<file path="src/shared/dss_pkg.sv">
// dss_pkg: constants, register layout and state encodings of the debug serial block
// assumes an APB slave with 32-bit data in which each register takes one aligned word
package dss_pkg;

  // ****************************************************************
  // register indices (byte address = 4 * index)
  // ****************************************************************
  localparam logic [23:0] DSS_IDX_DATA    = 24'hFFE080;
  localparam logic [23:0] DSS_IDX_BAUD    = 24'hFFE082;
  localparam logic [23:0] DSS_IDX_STATUS  = 24'hFFE085;
  localparam logic [23:0] DSS_IDX_CONTROL = 24'hFFE086;

  // ****************************************************************
  // status fields
  // ****************************************************************
  localparam int DSS_ST_FULL  = 7;
  localparam int DSS_ST_OVR   = 6;
  localparam int DSS_ST_FRM   = 5;
  localparam int DSS_ST_BRK   = 4;
  localparam int DSS_ST_EMPTY = 3;
  localparam int DSS_ST_COL   = 2;
  localparam int DSS_ST_RXACT = 1;
  localparam int DSS_ST_TXACT = 0;
  localparam logic [7:0] DSS_STATUS_RST = 8'h08;

  // ****************************************************************
  // control fields
  // ****************************************************************
  localparam int DSS_CT_LOCK   = 7;
  localparam int DSS_CT_DBGEN  = 6;
  localparam int DSS_CT_RSV_HI = 5;
  localparam int DSS_CT_RSV_LO = 4;
  localparam int DSS_CT_CHKAPP = 3;
  localparam int DSS_CT_SPEN   = 2;
  localparam int DSS_CT_AUTOBAUD_CHAR_SELECT = 1;
  localparam int DSS_CT_AUTOBAUD_SEARCH = 0;
  localparam logic [7:0] DSS_CONTROL_RST = 8'hC9;
  localparam logic [15:0] DSS_RELOAD_RST = 16'h0000;

  // ****************************************************************
  // timing and coding
  // ****************************************************************
  // reload is eight times the clocks per bit
  localparam int DSS_RELOAD_SHIFT = 3;
  localparam logic [7:0] DSS_AB_CHAR_0 = 8'h80;
  localparam logic [7:0] DSS_AB_CHAR_1 = 8'h0D;
  // low span measured: 80H gives eight bit times, 0DH one bit time
  localparam int DSS_AB_BITS_0 = 8;
  localparam int DSS_AB_BITS_1 = 1;
  localparam int DSS_BREAK_BITS = 10;
  localparam logic [7:0] DSS_CRC_POLY = 8'h07;
  localparam logic [7:0] DSS_CRC_INIT = 8'h00;

  // ****************************************************************
  // state encodings
  // ****************************************************************
  typedef enum logic [4:0] {
    DSS_RX_IDLE  = 5'b00001,
    DSS_RX_START = 5'b00010,
    DSS_RX_DATA  = 5'b00100,
    DSS_RX_STOP  = 5'b01000,
    DSS_RX_BAUD  = 5'b10000
  } dss_rx_t;

  typedef enum logic [3:0] {
    DSS_TX_IDLE  = 4'b0001,
    DSS_TX_START = 4'b0010,
    DSS_TX_DATA  = 4'b0100,
    DSS_TX_STOP  = 4'b1000
  } dss_tx_t;

endpackage : dss_pkg

</file>
<file path="src/rtl/dss_top.sv">
// dss_top: status and control of a single-pin debug serial port with APB registers
// assumes pclk at 125 MHz, presetn asynchronous active low, pin and option bit asynchronous
//
// Summary of operation
// - receive full sets on load, clears read/W1C
// - overrun when loading over unread byte
// - framing error sticky, cleared by writing one
// - ten low bits flag break, write-one clear
// - transmit empty clears on write, sets on move
// - writing one to empty discards pending byte
// - collision sticky, cleared by writing one
// - receiver active while taking a character
// - transmitter active while shifting a character
// - lock rejects control writes, set at reset
// - option bit high forces lock on
// - debugger mode routes received characters to commands
// - debugger enable unwritable while locked
// - check byte appended to debugger transfers
// - serial port enable bit used only outside debugger mode, port always on in debugger mode
// - auto-baud character 80H or 0DH
// - auto-baud character unwritable in debugger mode
// - debugger-mode framing errors restart auto-baud search
// - search bit unwritable in debugger mode
// - reload equals eight times clocks per bit
`timescale 1ns/1ps
`default_nettype none

module dss_top
  import dss_pkg::*;
(
  input  wire logic        pclk,
  input  wire logic        presetn,
  input  wire logic        psel,
  input  wire logic        penable,
  input  wire logic        pwrite,
  input  wire logic [31:0] paddr,
  input  wire logic [31:0] pwdata,
  input  wire logic [3:0]  pstrb,
  output logic      [31:0] prdata,
  output logic             pready,
  output logic             pslverr,
  input  wire logic        debug_pin_in,
  output logic             debug_pin_out,
  output logic             debug_pin_oe_n,
  input  wire logic        debug_serial_option_bit,
  output logic             dbg_cmd_valid,
  output logic      [7:0]  dbg_cmd_byte
);

  // ****************************************************************
  // state
  // ****************************************************************
  typedef struct packed {
    logic        pin_m;
    logic        pin_s;
    logic        pin_p;
    logic        opt_m;
    logic        opt_s;
    dss_rx_t     rx_st;
    logic [15:0] rx_cnt;
    logic [2:0]  rx_bitn;
    logic [7:0]  rx_sh;
    logic [7:0]  rx_data;
    dss_tx_t     tx_st;
    logic [15:0] tx_cnt;
    logic [2:0]  tx_bitn;
    logic [7:0]  tx_sh;
    logic [7:0]  tx_hold;
    logic        tx_bit;
    logic        tx_crc;
    logic [7:0]  crc;
    logic        crc_any;
    logic        full;
    logic        ovr;
    logic        frm;
    logic        brk;
    logic        empty;
    logic        col;
    logic        lock;
    logic        dbg_en;
    logic        chk_app;
    logic        sp_en;
    logic        ab_char;
    logic        ab_srch;
    logic [15:0] reload;
    logic [31:0] rdata;
    logic        slverr;
    logic        cmd_v;
    logic [7:0]  cmd_b;
  } dss_state_t;

  dss_state_t r;
  dss_state_t n;

  // ****************************************************************
  // helpers
  // ****************************************************************
  function automatic logic dss_hit(input logic [31:0] a, input logic [23:0] idx);
    dss_hit = (a[31:2] == {6'h00, idx});
  endfunction : dss_hit
  function automatic logic [7:0] dss_crc_upd(input logic [7:0] c, input logic [7:0] d);
    logic [7:0] x;
    logic       fb;
    x = c;
    for (int i = 7; i >= 0; i--) begin
      fb = x[7] ^ d[i];
      x  = {x[6:0], 1'b0} ^ (fb ? DSS_CRC_POLY : 8'h00);
    end
    dss_crc_upd = x;
  endfunction : dss_crc_upd
  logic [15:0] bclk;
  logic [15:0] half;
  logic        lock_eff;
  logic        port_en;
  logic        acc_wr;
  logic        acc_rd;
  logic        setup;
  logic        hit_any;
  logic [7:0]  wd;
  logic        rx_done;
  logic        rx_err;
  // ****************************************************************
  // derived control
  // ****************************************************************
  always_comb begin
    bclk = {{DSS_RELOAD_SHIFT{1'b0}}, r.reload[15:DSS_RELOAD_SHIFT]};
    if (bclk == 16'h0000) begin
      bclk = 16'h0001;
    end
    half     = {1'b0, bclk[15:1]};
    lock_eff = r.lock | r.opt_s;
    port_en  = r.dbg_en | r.sp_en;
    setup    = psel & ~penable;
    acc_wr   = psel & penable & pwrite & pstrb[0];
    acc_rd   = psel & penable & ~pwrite;
    hit_any  = dss_hit(paddr, DSS_IDX_DATA) | dss_hit(paddr, DSS_IDX_BAUD) |
               dss_hit(paddr, DSS_IDX_STATUS) | dss_hit(paddr, DSS_IDX_CONTROL);
    wd       = pwdata[7:0];
  end
  // ****************************************************************
  // next state
  // ****************************************************************
  always_comb begin
    n = r;
    rx_done = 1'b0;
    rx_err  = 1'b0;
    n.cmd_v = 1'b0;

    // synchronisers
    n.pin_m = debug_pin_in;
    n.pin_s = r.pin_m;
    n.pin_p = r.pin_s;
    n.opt_m = debug_serial_option_bit;
    n.opt_s = r.opt_m;

    // read data is captured in the setup phase
    if (setup) begin
      n.slverr = ~hit_any;
      n.rdata  = 32'h0000_0000;
      if (dss_hit(paddr, DSS_IDX_DATA)) begin
        n.rdata[7:0] = r.rx_data;
      end
      if (dss_hit(paddr, DSS_IDX_BAUD)) begin
        n.rdata[15:0] = r.reload;
      end
      if (dss_hit(paddr, DSS_IDX_STATUS)) begin
        n.rdata[7:0] = {r.full, r.ovr, r.frm, r.brk, r.empty, r.col,
                        r.rx_st != DSS_RX_IDLE,
                        r.tx_st != DSS_TX_IDLE};
      end
      if (dss_hit(paddr, DSS_IDX_CONTROL)) begin
        n.rdata[7:0] = {lock_eff, r.dbg_en, 2'b00,
                        r.chk_app, r.sp_en, r.ab_char, r.ab_srch};
      end
    end

    // software clears and writes
    if (acc_rd && dss_hit(paddr, DSS_IDX_DATA)) begin
      n.full = 1'b0;
    end
    if (acc_wr && dss_hit(paddr, DSS_IDX_STATUS)) begin
      if (wd[DSS_ST_FULL]) n.full = 1'b0;
      if (wd[DSS_ST_OVR])  n.ovr  = 1'b0;
      if (wd[DSS_ST_FRM])  n.frm  = 1'b0;
      if (wd[DSS_ST_BRK])  n.brk  = 1'b0;
      if (wd[DSS_ST_COL])  n.col  = 1'b0;
    end
    if (acc_wr && dss_hit(paddr, DSS_IDX_CONTROL) && !lock_eff) begin
      n.lock    = wd[DSS_CT_LOCK];
      n.dbg_en  = wd[DSS_CT_DBGEN];
      n.chk_app = wd[DSS_CT_CHKAPP];
      n.sp_en   = wd[DSS_CT_SPEN];
      if (!r.dbg_en) begin
        n.ab_char = wd[DSS_CT_AUTOBAUD_CHAR_SELECT];
        n.ab_srch = wd[DSS_CT_AUTOBAUD_SEARCH];
      end
    end
    if (acc_wr && dss_hit(paddr, DSS_IDX_BAUD)) begin
      n.reload = pwdata[15:0];
    end

    // receiver
    case (r.rx_st)
      DSS_RX_IDLE: begin
        n.rx_cnt = {15'h0000, r.ab_srch};
        if (port_en && r.pin_p && !r.pin_s) begin
          n.rx_st = r.ab_srch ? DSS_RX_BAUD : DSS_RX_START;
        end
      end
      DSS_RX_BAUD: begin
        if (r.pin_s) begin
          if (r.ab_char) begin
            n.reload = 16'(({16'h0000, r.rx_cnt} << DSS_RELOAD_SHIFT) / DSS_AB_BITS_1);
          end else begin
            n.reload = 16'(({16'h0000, r.rx_cnt} << DSS_RELOAD_SHIFT) / DSS_AB_BITS_0);
          end
          n.ab_srch = 1'b0;
          n.rx_st   = DSS_RX_IDLE;
        end else if (r.rx_cnt != 16'hFFFF) begin
          n.rx_cnt = r.rx_cnt + 16'h0001;
        end
      end
      DSS_RX_START: begin
        n.rx_cnt = r.rx_cnt + 16'h0001;
        if (r.rx_cnt >= half) begin
          n.rx_cnt  = 16'h0000;
          n.rx_bitn = 3'd0;
          n.rx_st   = r.pin_s ? DSS_RX_IDLE : DSS_RX_DATA;
        end
      end
      DSS_RX_DATA: begin
        n.rx_cnt = r.rx_cnt + 16'h0001;
        if (r.rx_cnt >= bclk - 16'h0001) begin
          n.rx_cnt  = 16'h0000;
          n.rx_sh   = {r.pin_s, r.rx_sh[7:1]};
          n.rx_bitn = r.rx_bitn + 3'd1;
          if (r.rx_bitn == 3'd7) begin
            n.rx_st = DSS_RX_STOP;
          end
        end
      end
      DSS_RX_STOP: begin
        n.rx_cnt = r.rx_cnt + 16'h0001;
        if (r.rx_cnt >= bclk - 16'h0001) begin
          n.rx_st = DSS_RX_IDLE;
          if (!r.pin_s) begin
            n.frm  = 1'b1;
            rx_err = 1'b1;
            // start, eight data and stop low: DSS_BREAK_BITS in a row
            if (r.rx_sh == 8'h00) begin
              n.brk = 1'b1;
            end
          end else begin
            rx_done = 1'b1;
          end
        end
      end
      default: begin
        n.rx_st = DSS_RX_IDLE;
      end
    endcase

    if (rx_done) begin
      if (r.dbg_en) begin
        n.cmd_v = 1'b1;
        n.cmd_b = r.rx_sh;
      end else begin
        if (r.full) begin
          n.ovr = 1'b1;
        end
        n.rx_data = r.rx_sh;
        n.full    = 1'b1;
      end
    end
    if (rx_err && r.dbg_en) begin
      n.ab_srch = 1'b1;
    end

    // transmitter
    case (r.tx_st)
      DSS_TX_IDLE: begin
        n.tx_bit = 1'b1;
        n.tx_cnt = 16'h0000;
        if (port_en && !r.empty) begin
          n.tx_sh  = r.tx_hold;
          n.empty  = 1'b1;
          n.tx_crc = 1'b0;
          n.tx_st  = DSS_TX_START;
          n.tx_bit = 1'b0;
          if (r.dbg_en) begin
            n.crc     = dss_crc_upd(r.crc, r.tx_hold);
            n.crc_any = 1'b1;
          end
        end else if (r.dbg_en && r.chk_app && r.crc_any) begin
          n.tx_sh   = r.crc;
          n.tx_crc  = 1'b1;
          n.crc     = DSS_CRC_INIT;
          n.crc_any = 1'b0;
          n.tx_st   = DSS_TX_START;
          n.tx_bit  = 1'b0;
        end else if (!r.chk_app || !r.dbg_en) begin
          n.crc     = DSS_CRC_INIT;
          n.crc_any = 1'b0;
        end
      end
      DSS_TX_START, DSS_TX_DATA, DSS_TX_STOP: begin
        n.tx_cnt = r.tx_cnt + 16'h0001;
        if (r.tx_cnt == half && r.pin_s != r.tx_bit) begin
          n.col = 1'b1;
        end
        if (r.tx_cnt >= bclk - 16'h0001) begin
          n.tx_cnt = 16'h0000;
          if (r.tx_st == DSS_TX_START) begin
            n.tx_st   = DSS_TX_DATA;
            n.tx_bitn = 3'd0;
            n.tx_bit  = r.tx_sh[0];
            n.tx_sh   = {1'b0, r.tx_sh[7:1]};
          end else if (r.tx_st == DSS_TX_DATA) begin
            n.tx_bitn = r.tx_bitn + 3'd1;
            if (r.tx_bitn == 3'd7) begin
              n.tx_st  = DSS_TX_STOP;
              n.tx_bit = 1'b1;
            end else begin
              n.tx_bit = r.tx_sh[0];
              n.tx_sh  = {1'b0, r.tx_sh[7:1]};
            end
          end else begin
            n.tx_st  = DSS_TX_IDLE;
            n.tx_bit = 1'b1;
          end
        end
      end
      default: begin
        n.tx_st = DSS_TX_IDLE;
      end
    endcase

    // a data write loads the holding register after any move above
    if (acc_wr && dss_hit(paddr, DSS_IDX_DATA)) begin
      n.tx_hold = wd;
      n.empty   = 1'b0;
    end
    if (acc_wr && dss_hit(paddr, DSS_IDX_STATUS) && wd[DSS_ST_EMPTY]) begin
      n.empty = 1'b1;
    end
  end

  // ****************************************************************
  // registers
  // ****************************************************************
  always_ff @(posedge pclk or negedge presetn) begin
    if (!presetn) begin
      r         <= '0;
      r.pin_m   <= 1'b1;
      r.pin_s   <= 1'b1;
      r.pin_p   <= 1'b1;
      r.opt_m   <= 1'b1;
      r.opt_s   <= 1'b1;
      r.rx_st   <= DSS_RX_IDLE;
      r.tx_st   <= DSS_TX_IDLE;
      r.tx_bit  <= 1'b1;
      r.crc     <= DSS_CRC_INIT;
      r.full    <= DSS_STATUS_RST[DSS_ST_FULL];
      r.ovr     <= DSS_STATUS_RST[DSS_ST_OVR];
      r.frm     <= DSS_STATUS_RST[DSS_ST_FRM];
      r.brk     <= DSS_STATUS_RST[DSS_ST_BRK];
      r.empty   <= DSS_STATUS_RST[DSS_ST_EMPTY];
      r.col     <= DSS_STATUS_RST[DSS_ST_COL];
      r.lock    <= DSS_CONTROL_RST[DSS_CT_LOCK];
      r.dbg_en  <= DSS_CONTROL_RST[DSS_CT_DBGEN];
      r.chk_app <= DSS_CONTROL_RST[DSS_CT_CHKAPP];
      r.sp_en   <= DSS_CONTROL_RST[DSS_CT_SPEN];
      r.ab_char <= DSS_CONTROL_RST[DSS_CT_AUTOBAUD_CHAR_SELECT];
      r.ab_srch <= DSS_CONTROL_RST[DSS_CT_AUTOBAUD_SEARCH];
      r.reload  <= DSS_RELOAD_RST;
    end else begin
      r <= n;
    end
  end

  // ****************************************************************
  // outputs
  // ****************************************************************
  assign prdata         = r.rdata;
  assign pslverr        = r.slverr;
  assign pready         = 1'b1;
  assign debug_pin_out  = r.tx_bit;
  assign debug_pin_oe_n = (r.tx_st == DSS_TX_IDLE);
  assign dbg_cmd_valid  = r.cmd_v;
  assign dbg_cmd_byte   = r.cmd_b;

endmodule : dss_top

`default_nettype wire

</file>
<file path="config.mk">
export PLATFORM = sky130hd
export DESIGN_NAME = dss_top
export DESIGN_NICKNAME = d
export VERILOG_FILES = /design/src/shared/dss_pkg.sv /design/src/rtl/dss_top.sv
export SDC_FILE = /design/constraint.sdc
export NUM_CORES = 1
export LEC_CHECK = 0
export ABC_AREA = 1
export BUFFER_PORTS_ARGS = -buffer_cell sky130_fd_sc_hd__buf_2
export CELL_PAD_IN_SITES_DETAIL_PLACEMENT = 1
export CELL_PAD_IN_SITES_GLOBAL_PLACEMENT = 1
export CORE_ASPECT_RATIO = 0.6
export CORE_MARGIN = 4
export CORE_UTILIZATION = 44
export DETAILED_ROUTE_END_ITERATION = 8
export PLACE_DENSITY_LB_ADDON = 0.3
export SLEW_MARGIN = 40
export SYNTH_ARGS = -nofsm -noshare
export SYNTH_HDL_FRONTEND = slang
export SYNTH_SLANG_ARGS = --single-unit
export TNS_END_PERCENT = 100
</file>
<file path="constraint.sdc">
create_clock -name pclk -period 3.25 [get_ports pclk]
set_input_delay 0.65 -clock pclk [delete_from_list [all_inputs] [get_ports pclk]]
set_output_delay 0.65 -clock pclk [all_outputs]
set_load 0.01 [all_outputs]
</file>
# Yosys cells after proc, flatten, opt, wreduce, memory -nomap -nowiden
# Cells that the tools add are included.
# totals
latch_bits,0
n_memories,0
regBits,148
ram_bits,0
wordCells,236
output_inout_bits,45
rom_bits,0
# classes
n_div,0
n_eq_ne,34
n_lt_le_gt_ge,3
addsub,5
bitwise,30
n_mul,0
shift,0
n_mux,86
reduce_logical,43
# op_table
op,count
$eq 30x24->1 const B,4
$mux 16,5
$pmux 16 s5,1
$xor 8x3->8,8
$mux 8,6
$mux 9,5
$mux 17,2
$mux 11,3
$add 16x1->16 const B,2
$ge 16x16->1,2
$mux 32,1
$pmux 16 s2,1
$mux 31,1
$mux 1,28
$mux 3,9
$mux 5,5
$pmux 5 s5,1
$mux 24,1
$mux 4,6
$ne 2x2->1 const B,10
$eq 16x12->1,1
$ge 16x12->1,1
$ne 16x16->1 const B,1
$pmux 8 s2,1
other kinds (40),96

# Depth between registers and ports, before layout
# Gate-level depths: netlist of the first run.
# logic_depth
word_depth,27
ltp_mapped,30
mapped_depth_nobuf,30

# Worst setup path before layout of the first run
# Ideal clock, no wire load.
# synth_timing
path_type,register to register
start,register r[51] in the netlist's numbering
end,register r (netlist bit dbg_cmd_byte[7])
path_buffers,1
path_stages_with_launch,27
setup_ps,119
arrival_time_ps,2825
path_slack_ps,306
path_cell_list,dfrtp_1 > nor2_2 > nand2_1 > nor2_2 > nand3_2 > nand2_1 > inv_1 > ha_1 > xnor2_1 > ha_1 > nand2_1 > o21bai_1 > nand2_1 > nand3_1 > nand2_1 > nand2_1 > nand3_1 > nand2_1 > nand2_1 > nand2_1 > nand2_1 > nand2_2 > nand2_4 > nand4_4 > buf_6 > nand2_1 > o21ai_2
# synth_between
elab_chain_cells,7
# synth_lines
item,line,rtl
start: declaration,dss_top.sv:92,dss_state_t r;
start signal: assignment,dss_top.sv:377,r <= n;
$logic_not 13->1,dss_top.sv:127,if (bclk == 16'h0000) begin
$mux 13 (*),dss_top.sv:127,
$sub 13x1->14 (*),dss_top.sv:244,if (r.rx_cnt >= bclk - 16'h0001) begin
$ge 16x16->1 (*),dss_top.sv:244,
$mux 1 (*),dss_top.sv:244,
$mux 1 (*),dss_top.sv:203,case (r.rx_st)
$reduce_and 2->1 (no line) (*),n/a,
# Every way passes the cells marked *; elsewhere a longest branch is shown, timed or not.
# A chain may end at the register's enable or synchronous reset.

# Worst setup path in the final report of the first run
# layout_timing
start,register r[51] in the netlist's numbering
end,register r[122] in the netlist's numbering
# Same word-level chain as after synthesis.

==> impl_metrics.py, run 1 <==
metrics = {
    "sta": {
        "worst_slew_pin_slew_ps": 678,
        "setup-violations-final": 2,
        "max-slew-margin-rel_pct": 54.2,
        "max_freq_mhz": 306,
        "finalHoldViolCount": 0,
        "finalCritPeriodShare_pct": 100,
        "rsz0062_at_grt": "yes",
        "finalClockSkew_ps": 10.6,
        "fin_crit_ps": 3270,
        "report.final.slew_viol_count": 0,
        "setup_slack_ps": -16.0,
    },
    "route": {
        "wirelength_microns": 32200,
        "drt_iter0_drc": 671,
        "drtAntennaViolNets": 0,
        "vias": 8903,
        "drc_errors": 0,
        "wl_per_cell_microns": 20.0,
        "drtPass1Iterations": 5,
        "via_per_inst": 5.54,
    },
    "worst_setup_path": {
        "worstSetupPathType": "flop to flop",
        "setup.worst_path.end_class": "flop",
        "slowest_delay_ps": 390,
        "start_kind": "flop",
        "crit_slowest_cell": "dfrtp_1",
        "rrSetupSlack_ps": -20,
        "cp.arrival_ps": 3590,
        "rr_endpoint": "r[122]",
        "reg2reg_depth": 26,
        "worstPathRequired_ps": 3570,
        "crit_buf_inv": 2,
        "reg2reg_from": "r[51]",
        "critPathMaxFanout": 5,
        "path_delay_family": "simple AND/OR/NAND/NOR gates",
    },
    "cells_and_area": {
        "nets": 1439,
        "layout-drive-gt1-share_pct": 23.5,
        "fin_area_sq_um": 11400,
        "area_growth_pct": 20.7,
        "diodes": 0,
        "final_cells": 1607,
    },
    "clocking": {
        "numCtsBuffers": 17,
        "cts_tree": "yes",
        "cts-root-buf": "clkbuf_16",
        "numClockSinks": 148,
        "clock_latency_ps": 440,
        "htree_levels": 4,
        "clockBufferDepth": 2,
        "clk_transition_reported_paths_ps": 70,
    },
    "die": {
        "ios": 120,
        "start_util_pct": 44.9,
        "fp.coreArea_sq_um": 21000,
        "die-area_sq_um": 23900,
        "std_cell_rows": 41,
        "die_w_microns": 197,
        "dieHeight_microns": 121,
    },
    "synth": {
        "syn_inst": 1196,
        "synth_compound_area_share_pct": 13.9,
        "synth_top_cells_by_count": "nand2_1, dfrtp_1, inv_1",
        "yosys.area.top_type_share_pct": 35.8,
        "synthMuxAreaShare_pct": 0,
        "yosysWarnings": 0,
        "async_flop_share_pct": 100,
        "synth_most_common_cell": "nand2_1",
        "yosysTopAreaCell": "dfrtp_1",
        "synth-adder-area-share_pct": 6.50,
        "seq_area_frac_synth_pct": 39.4,
        "synth.avg_cell_area_sq_um": 7.89,
        "synthXorXnorAreaFrac_pct": 5.20,
        "synth_edf_count": 0,
        "synth-simple-area-share_pct": 24.5,
        "synth_top_family_by_area": "simple AND/OR/NAND/NOR gates",
        "ys.flop_type": "dfrtp_1",
        "syn_area_sq_um": 9440,
        "ys_types": 53,
        "yosys_register_bits": 148,
        "ys_top_cells_by_area": "dfrtp_1, nand2_1, ha_1, inv_1, o21ai_0",
    },
    "status": {
        "violations": "negative setup slack",
        "outcome": "complete, but fails checks",
    },
    "place": {
        "dp_hpwl_microns": 23100,
        "placed_area_sq_um": 10300,
        "portBuffers": 81,
        "finalWeightedCongestion": 0.872,
        "dp_cells": 1565,
    },
    "global_routing": {
        "first_global_vias": 9096,
        "grtUsageTotal_pct": 26.5,
        "antenna_found_initial": 0,
        "grt_start_max_net_pins": 52,
        "grt_overflow": 0,
        "grt_pass1_wl_microns": 50000,
    },
    "pwr": {
        "leakagePower_uw": 0.00553,
        "power_density_nw_per_um2": 356,
        "max-vdd-ir-drop_v": 0.000378,
    },
    "worst_hold_path": {
        "hold_class": "input port to async pin",
    },
    "flow_run": {
        "maxCapViolCount": 0,
    },
}
[worst max path at each step]
stage          slack (ps)         endpoint  cells past startpoint   from
5_1_grt              -250           r[141]                     25  r[51]
3_5_place_dp         -240           r[137]                     27  r[52]
4_1_cts                30           r[132]                     26  r[52]
3_3_place_gp          -10           r[137]                     22  r[49]
6_report              -20           r[122]                     26  r[51]
2_1_floorplan         310  dbg_cmd_byte[7]                     26  r[51]
[cell families after synthesis]
family	after synthesis
AND/OR/NAND/NOR	520
other	2
XOR/XNOR	56
adder cells (fa/ha/maj)	49
AO/OA/AOI/OAI	214
flip-flops	148
buffers and inverters	207
[stage by stage]
stage / utilization, % / power, uW / hold slack (ps) / worst slack, ps / setup TNS (ps)
after CTS: 52.5 / 4080 / 137 / 32.3 / 0
final: 54.2 / 4050 / 138 / -16.0 / -26.6
after global routing: 54.2 / 4180 / 157 / -252 / -13820
after floorplan: - / 1940 / 345 / 306 / 0
after detailed placement: 48.9 / 2030 / 351 / -244 / -9370
after global placement: 48.9 / 2020 / 347 / -13.7 / -33.9
[state kept, by name (all words and copies together), names as in the netlist]
signal / cells
dbg_cmd_byte: 8
dbg_cmd_valid: 1
debug_pin_out: 1
n: 3
prdata: 16
pslverr: 1
r: 118
[worst register-to-register path, stage by stage (launching register included)]
cell and delay (ps):
dfrtp_1 390, nor2_2 150, nand2_2 100, nor2_4 150, nand3_2 90, nand2_2 110, inv_2 60, ha_4 180
xnor2_4 130, ha_1 270, nand2_1 40, o21bai_1 160, nand2_1 90, nand3_2 80, nand2_2 80, nand2_2 60
nand3_2 50, nand2_1 50, nand2_1 70, nand2_1 70, nand2_2 90, nand2_4 80, nand2_8 120, nand4_4 160
buf_12 200, nand2_4 70, o21ai_4 60
[placed cells by master, fill, tap and decap left out, types with 11 or more instances in the layout]
master	synthesis	routed
a21oi_1	33	32
buf_2	7	80
buf_4	44	54
clkbuf_16	0	19
conb_1	2	23
dfrtp_1	135	134
dfstp_2	13	13
ha_1	49	47
inv_1	131	127
nand2_1	301	265
nand2_2	3	27
nand2_4	2	13
nand3_1	76	67
nand3_2	4	12
nand4_1	14	14
nor2_1	66	63
nor3_1	28	27
o211ai_1	15	15
o21ai_0	87	71
o21ai_1	12	23
o21ai_2	20	24
o22ai_1	12	11
o31ai_1	13	12
xnor2_1	13	12
xor2_1	43	41
[area by class of cell]
type                    instances  area, sq um
fillers                      2581         9640
multi-input cells             864         5200
inverters                     136          510
clock buffers                  20          447
repair buffers                148         1010
flip-flops and latches        148         3720
clock inverters                12          146
well taps                     279          349
[what timing repair did]
item	CTS	global route
hold buffers	0	0
setup endpoints to repair	85	86
pin swaps	4	17
endpoints found under the hold margin	0	0
cloned	3	3
buffers inserted	1	2
resized for setup	30	83
[where the power goes]
part	switching, uW	total [uW]	leakage, uW	internal, uW
combinational	99.7	139	0.00331	39.0
clock	890	2060	0.000285	1170
sequential	4.96	1850	0.00193	1850
total	995	4050	0.00553	3060
[routing by layer]
metal	track usage (%)	vias to the layer above	share of wire [%]
met5	0	-	0
met4	6.41	0	1.3
met3	4.55	42	6.3
met2	40.2	292	44
met1	39.5	4413	48
li1	-	4156	-
Power figures use the tool's default switching activity.
==> inputs of run 2 (changes only) <==
Settings changed: CAP_MARGIN from default to 20, CORE_UTILIZATION 44 to 40, SLEW_MARGIN 40 to default.
==> run 2 against run 1 <==
The flow still finishes with violations (negative setup slack); wire length down 2.7%; cell count is 3.5% higher; first-iteration DRC count rose by 7.9%; sequential power hardly changed; clock-buffer cell count did not move; clock skew barely moved; global-route usage shrank 2.9 points; sequential share of layout area down 0.60 points; hold slack better by 95 ps; clock power decreased by 4%; core utilization down 4.0 points; largest cell class unchanged.
==> impl_metrics.py, run 2 (synthesis gave the netlist of run 1 again) <==
metrics = {
    "status": {
        "outcome": "complete, but fails checks",
        "violations": "negative setup slack",
    },
    "global_routing": {
        "use_met3_pct": 5.16,
        "grtUsageTotal_pct": 23.6,
        "grt_overflow": 0,
        "grt_pass1_wl_microns": 48500,
        "first_global_vias": 8752,
        "antenna_found_initial": 0,
        "grt.busiest_layer": "met1",
        "grtUsageMet1_pct": 36.5,
        "use_met2_pct": 33.7,
        "grt_start_max_net_pins": 73,
    },
    "worst_setup_path": {
        "crit_buf_inv": 2,
        "cp.arrival_ps": 3650,
        "reg2reg_depth": 25,
        "slowest_delay_ps": 400,
        "worstPathRequired_ps": 3620,
        "start_kind": "flop",
        "path_delay_family": "simple AND/OR/NAND/NOR gates",
        "critPathMaxFanout": 7,
        "worstSetupPathType": "flop to flop",
        "crit_slowest_cell": "dfrtp_1",
        "crit_cells": 25,
        "setup.worst_path.end_class": "flop",
    },
    "die": {
        "fp.coreArea_sq_um": 23100,
        "ios": 120,
        "die_w_microns": 206,
        "dieHeight_microns": 127,
        "start_util_pct": 40.8,
        "std_cell_rows": 43,
        "die-area_sq_um": 26200,
    },
    "pwr": {
        "pwr-share-comb_pct": 3.5,
        "intPower_uw": 2980,
        "p_sw_uw": 994,
        "max-vdd-ir-drop_v": 0.000283,
        "power_density_nw_per_um2": 342,
        "leakagePower_uw": 0.00563,
        "finalPower_uw": 3970,
        "clockPowerShare_pct": 49.8,
        "switching_share_pct": 25.0,
        "seq_power_share_pct": 46.7,
    },
    "clocking": {
        "clockBufferDepth": 2,
        "htree_levels": 4,
        "cts_tree": "yes",
        "clock_latency_ps": 450,
        "clk_transition_reported_paths_ps": 70,
        "numClockSinks": 148,
        "cts-root-buf": "clkbuf_16",
        "numCtsBuffers": 17,
    },
    "flow_run": {
        "maxCapViolCount": 0,
    },
    "sta": {
        "report.final.slew_viol_count": 0,
        "worst_slew_pin_slew_ps": 904,
        "rsz0062_at_grt": "yes",
        "setup-violations-final": 2,
        "hold_ws_ps": 234,
        "finalCritPeriodShare_pct": 101,
        "finalClockSkew_ps": 10.8,
        "finalHoldViolCount": 0,
        "fin_crit_ps": 3270,
        "setup_slack_ps": -23.5,
        "max_freq_mhz": 305,
        "max-slew-margin-rel_pct": 39.7,
    },
    "cells_and_area": {
        "diodes": 0,
        "nets": 1459,
        "area_growth_pct": 22.9,
        "layout_commonest_cell": "nand2_1",
        "fin_area_sq_um": 11600,
        "top_register": "r",
        "most-common-layout-cells": "nand2_1, dfrtp_1, inv_1",
        "layout-drive-gt1-share_pct": 24.4,
        "largest_register_ff_count": 118,
    },
    "route": {
        "drtPass1Iterations": 5,
        "drtAntennaViolNets": 0,
        "wirelength_microns": 31300,
        "drc_errors": 0,
        "drt_iter0_drc": 724,
        "vias": 8875,
        "via_per_inst": 5.34,
        "wl_per_cell_microns": 18.8,
    },
    "place": {
        "dp_hpwl_microns": 23200,
        "finalWeightedCongestion": 0.866,
        "placed_area_sq_um": 10400,
        "pre_cts_slack_ps": -286,
        "portBuffers": 81,
    },
    "worst_hold_path": {
        "hold_class": "input port to async pin",
    },
}
-- run 2: cell count changes in the layout (fill, tap and decap cells not counted), sizes merged --
cell / delta
buf: +21
clkbuf: -2
bufinv: -1
clkinv: +1
nand4: +1
-- run 2: repair_timing --
| item | 4_1_cts | 5_1_grt |
|---|---|---|
| buffers inserted | 9 | 7 |
| gates resized for setup | 31 | 88 |
| pin swaps | 7 | 19 |
| cloned | 1 | 5 |
| endpoints found under the setup margin | 85 | 86 |
| hold buffers | 0 | 0 |
| endpoints found under the hold margin | 0 | 0 |
-- run 2: worst paths after layout --
| path | start | endpoint | slack, ps |
|---|---|---|---|
| max in group asynchronous | presetn | r[155] | 2140 |
| min reg2reg | n[160] | r[160] | 360 |
| max reg2reg | r[53] | r[68] | -20 |
| min | presetn | dbg_cmd_valid | 230 |
| min in group pclk | debug_pin_in | n[163] | 300 |
| max | r[53] | r[68] | -20 |
-- run 2: routing by layer --
metal  vias up  routed length, microns
li1       4203                       -
met1      4434                   15900
met2       203                   13300
met3        35                    1720
met4         0                     389
met5         -                       0
-- run 2: power groups by stage --
stage / sequential (uW) / clock (uW) / combinational, uW
final: 1850 / 1980 / 140
after global placement: 1890 / 0 / 135
after CTS: 1850 / 2000 / 140
after detailed placement: 1890 / 0 / 139
after global routing: 1850 / 2090 / 158
after floorplan: 1890 / 0 / 52.8
-- run 2: worst reg2reg max path, stage by stage (launching register included) --
cell and delay (ps):
dfrtp_1 400, nor2_1 140, nand2_2 100, nor2_4 160, nand3_2 100, nand2_2 100, inv_2 60, ha_4 180
xnor2_4 130, ha_1 290, nand2_1 50, o21bai_1 150, nand2_1 100, nand3_2 80, nand2_2 90, nand2_2 50
nand3_2 50, nand2_1 50, nand2_1 60, nand2_1 60, nand2_2 90, nand2_4 80, nand2_8 120, nand4_4 190
buf_6 200, o21ai_2 140
-- run 2: layout make-up --
cell class	count	area, sq um
inverter	136	513
sequential	148	3720
clock buffer	20	447
multi-input combinational	865	5240
clock inverter	12	119
timing repair buffer	167	1170
tap	315	394
fill	2830	11500
-- run 2: metrics by stage --
stage / cells / utilization [%] / setup TNS, ps
finish: 1663 / 50.1 / -38.1
global route: 1663 / 50.1 / -7540
CTS: 1651 / 48.2 / 0
detailed placement: 1609 / 44.9 / -16090
global placement: 1609 / 44.9 / -1420
floorplan: 1217 / - / 0
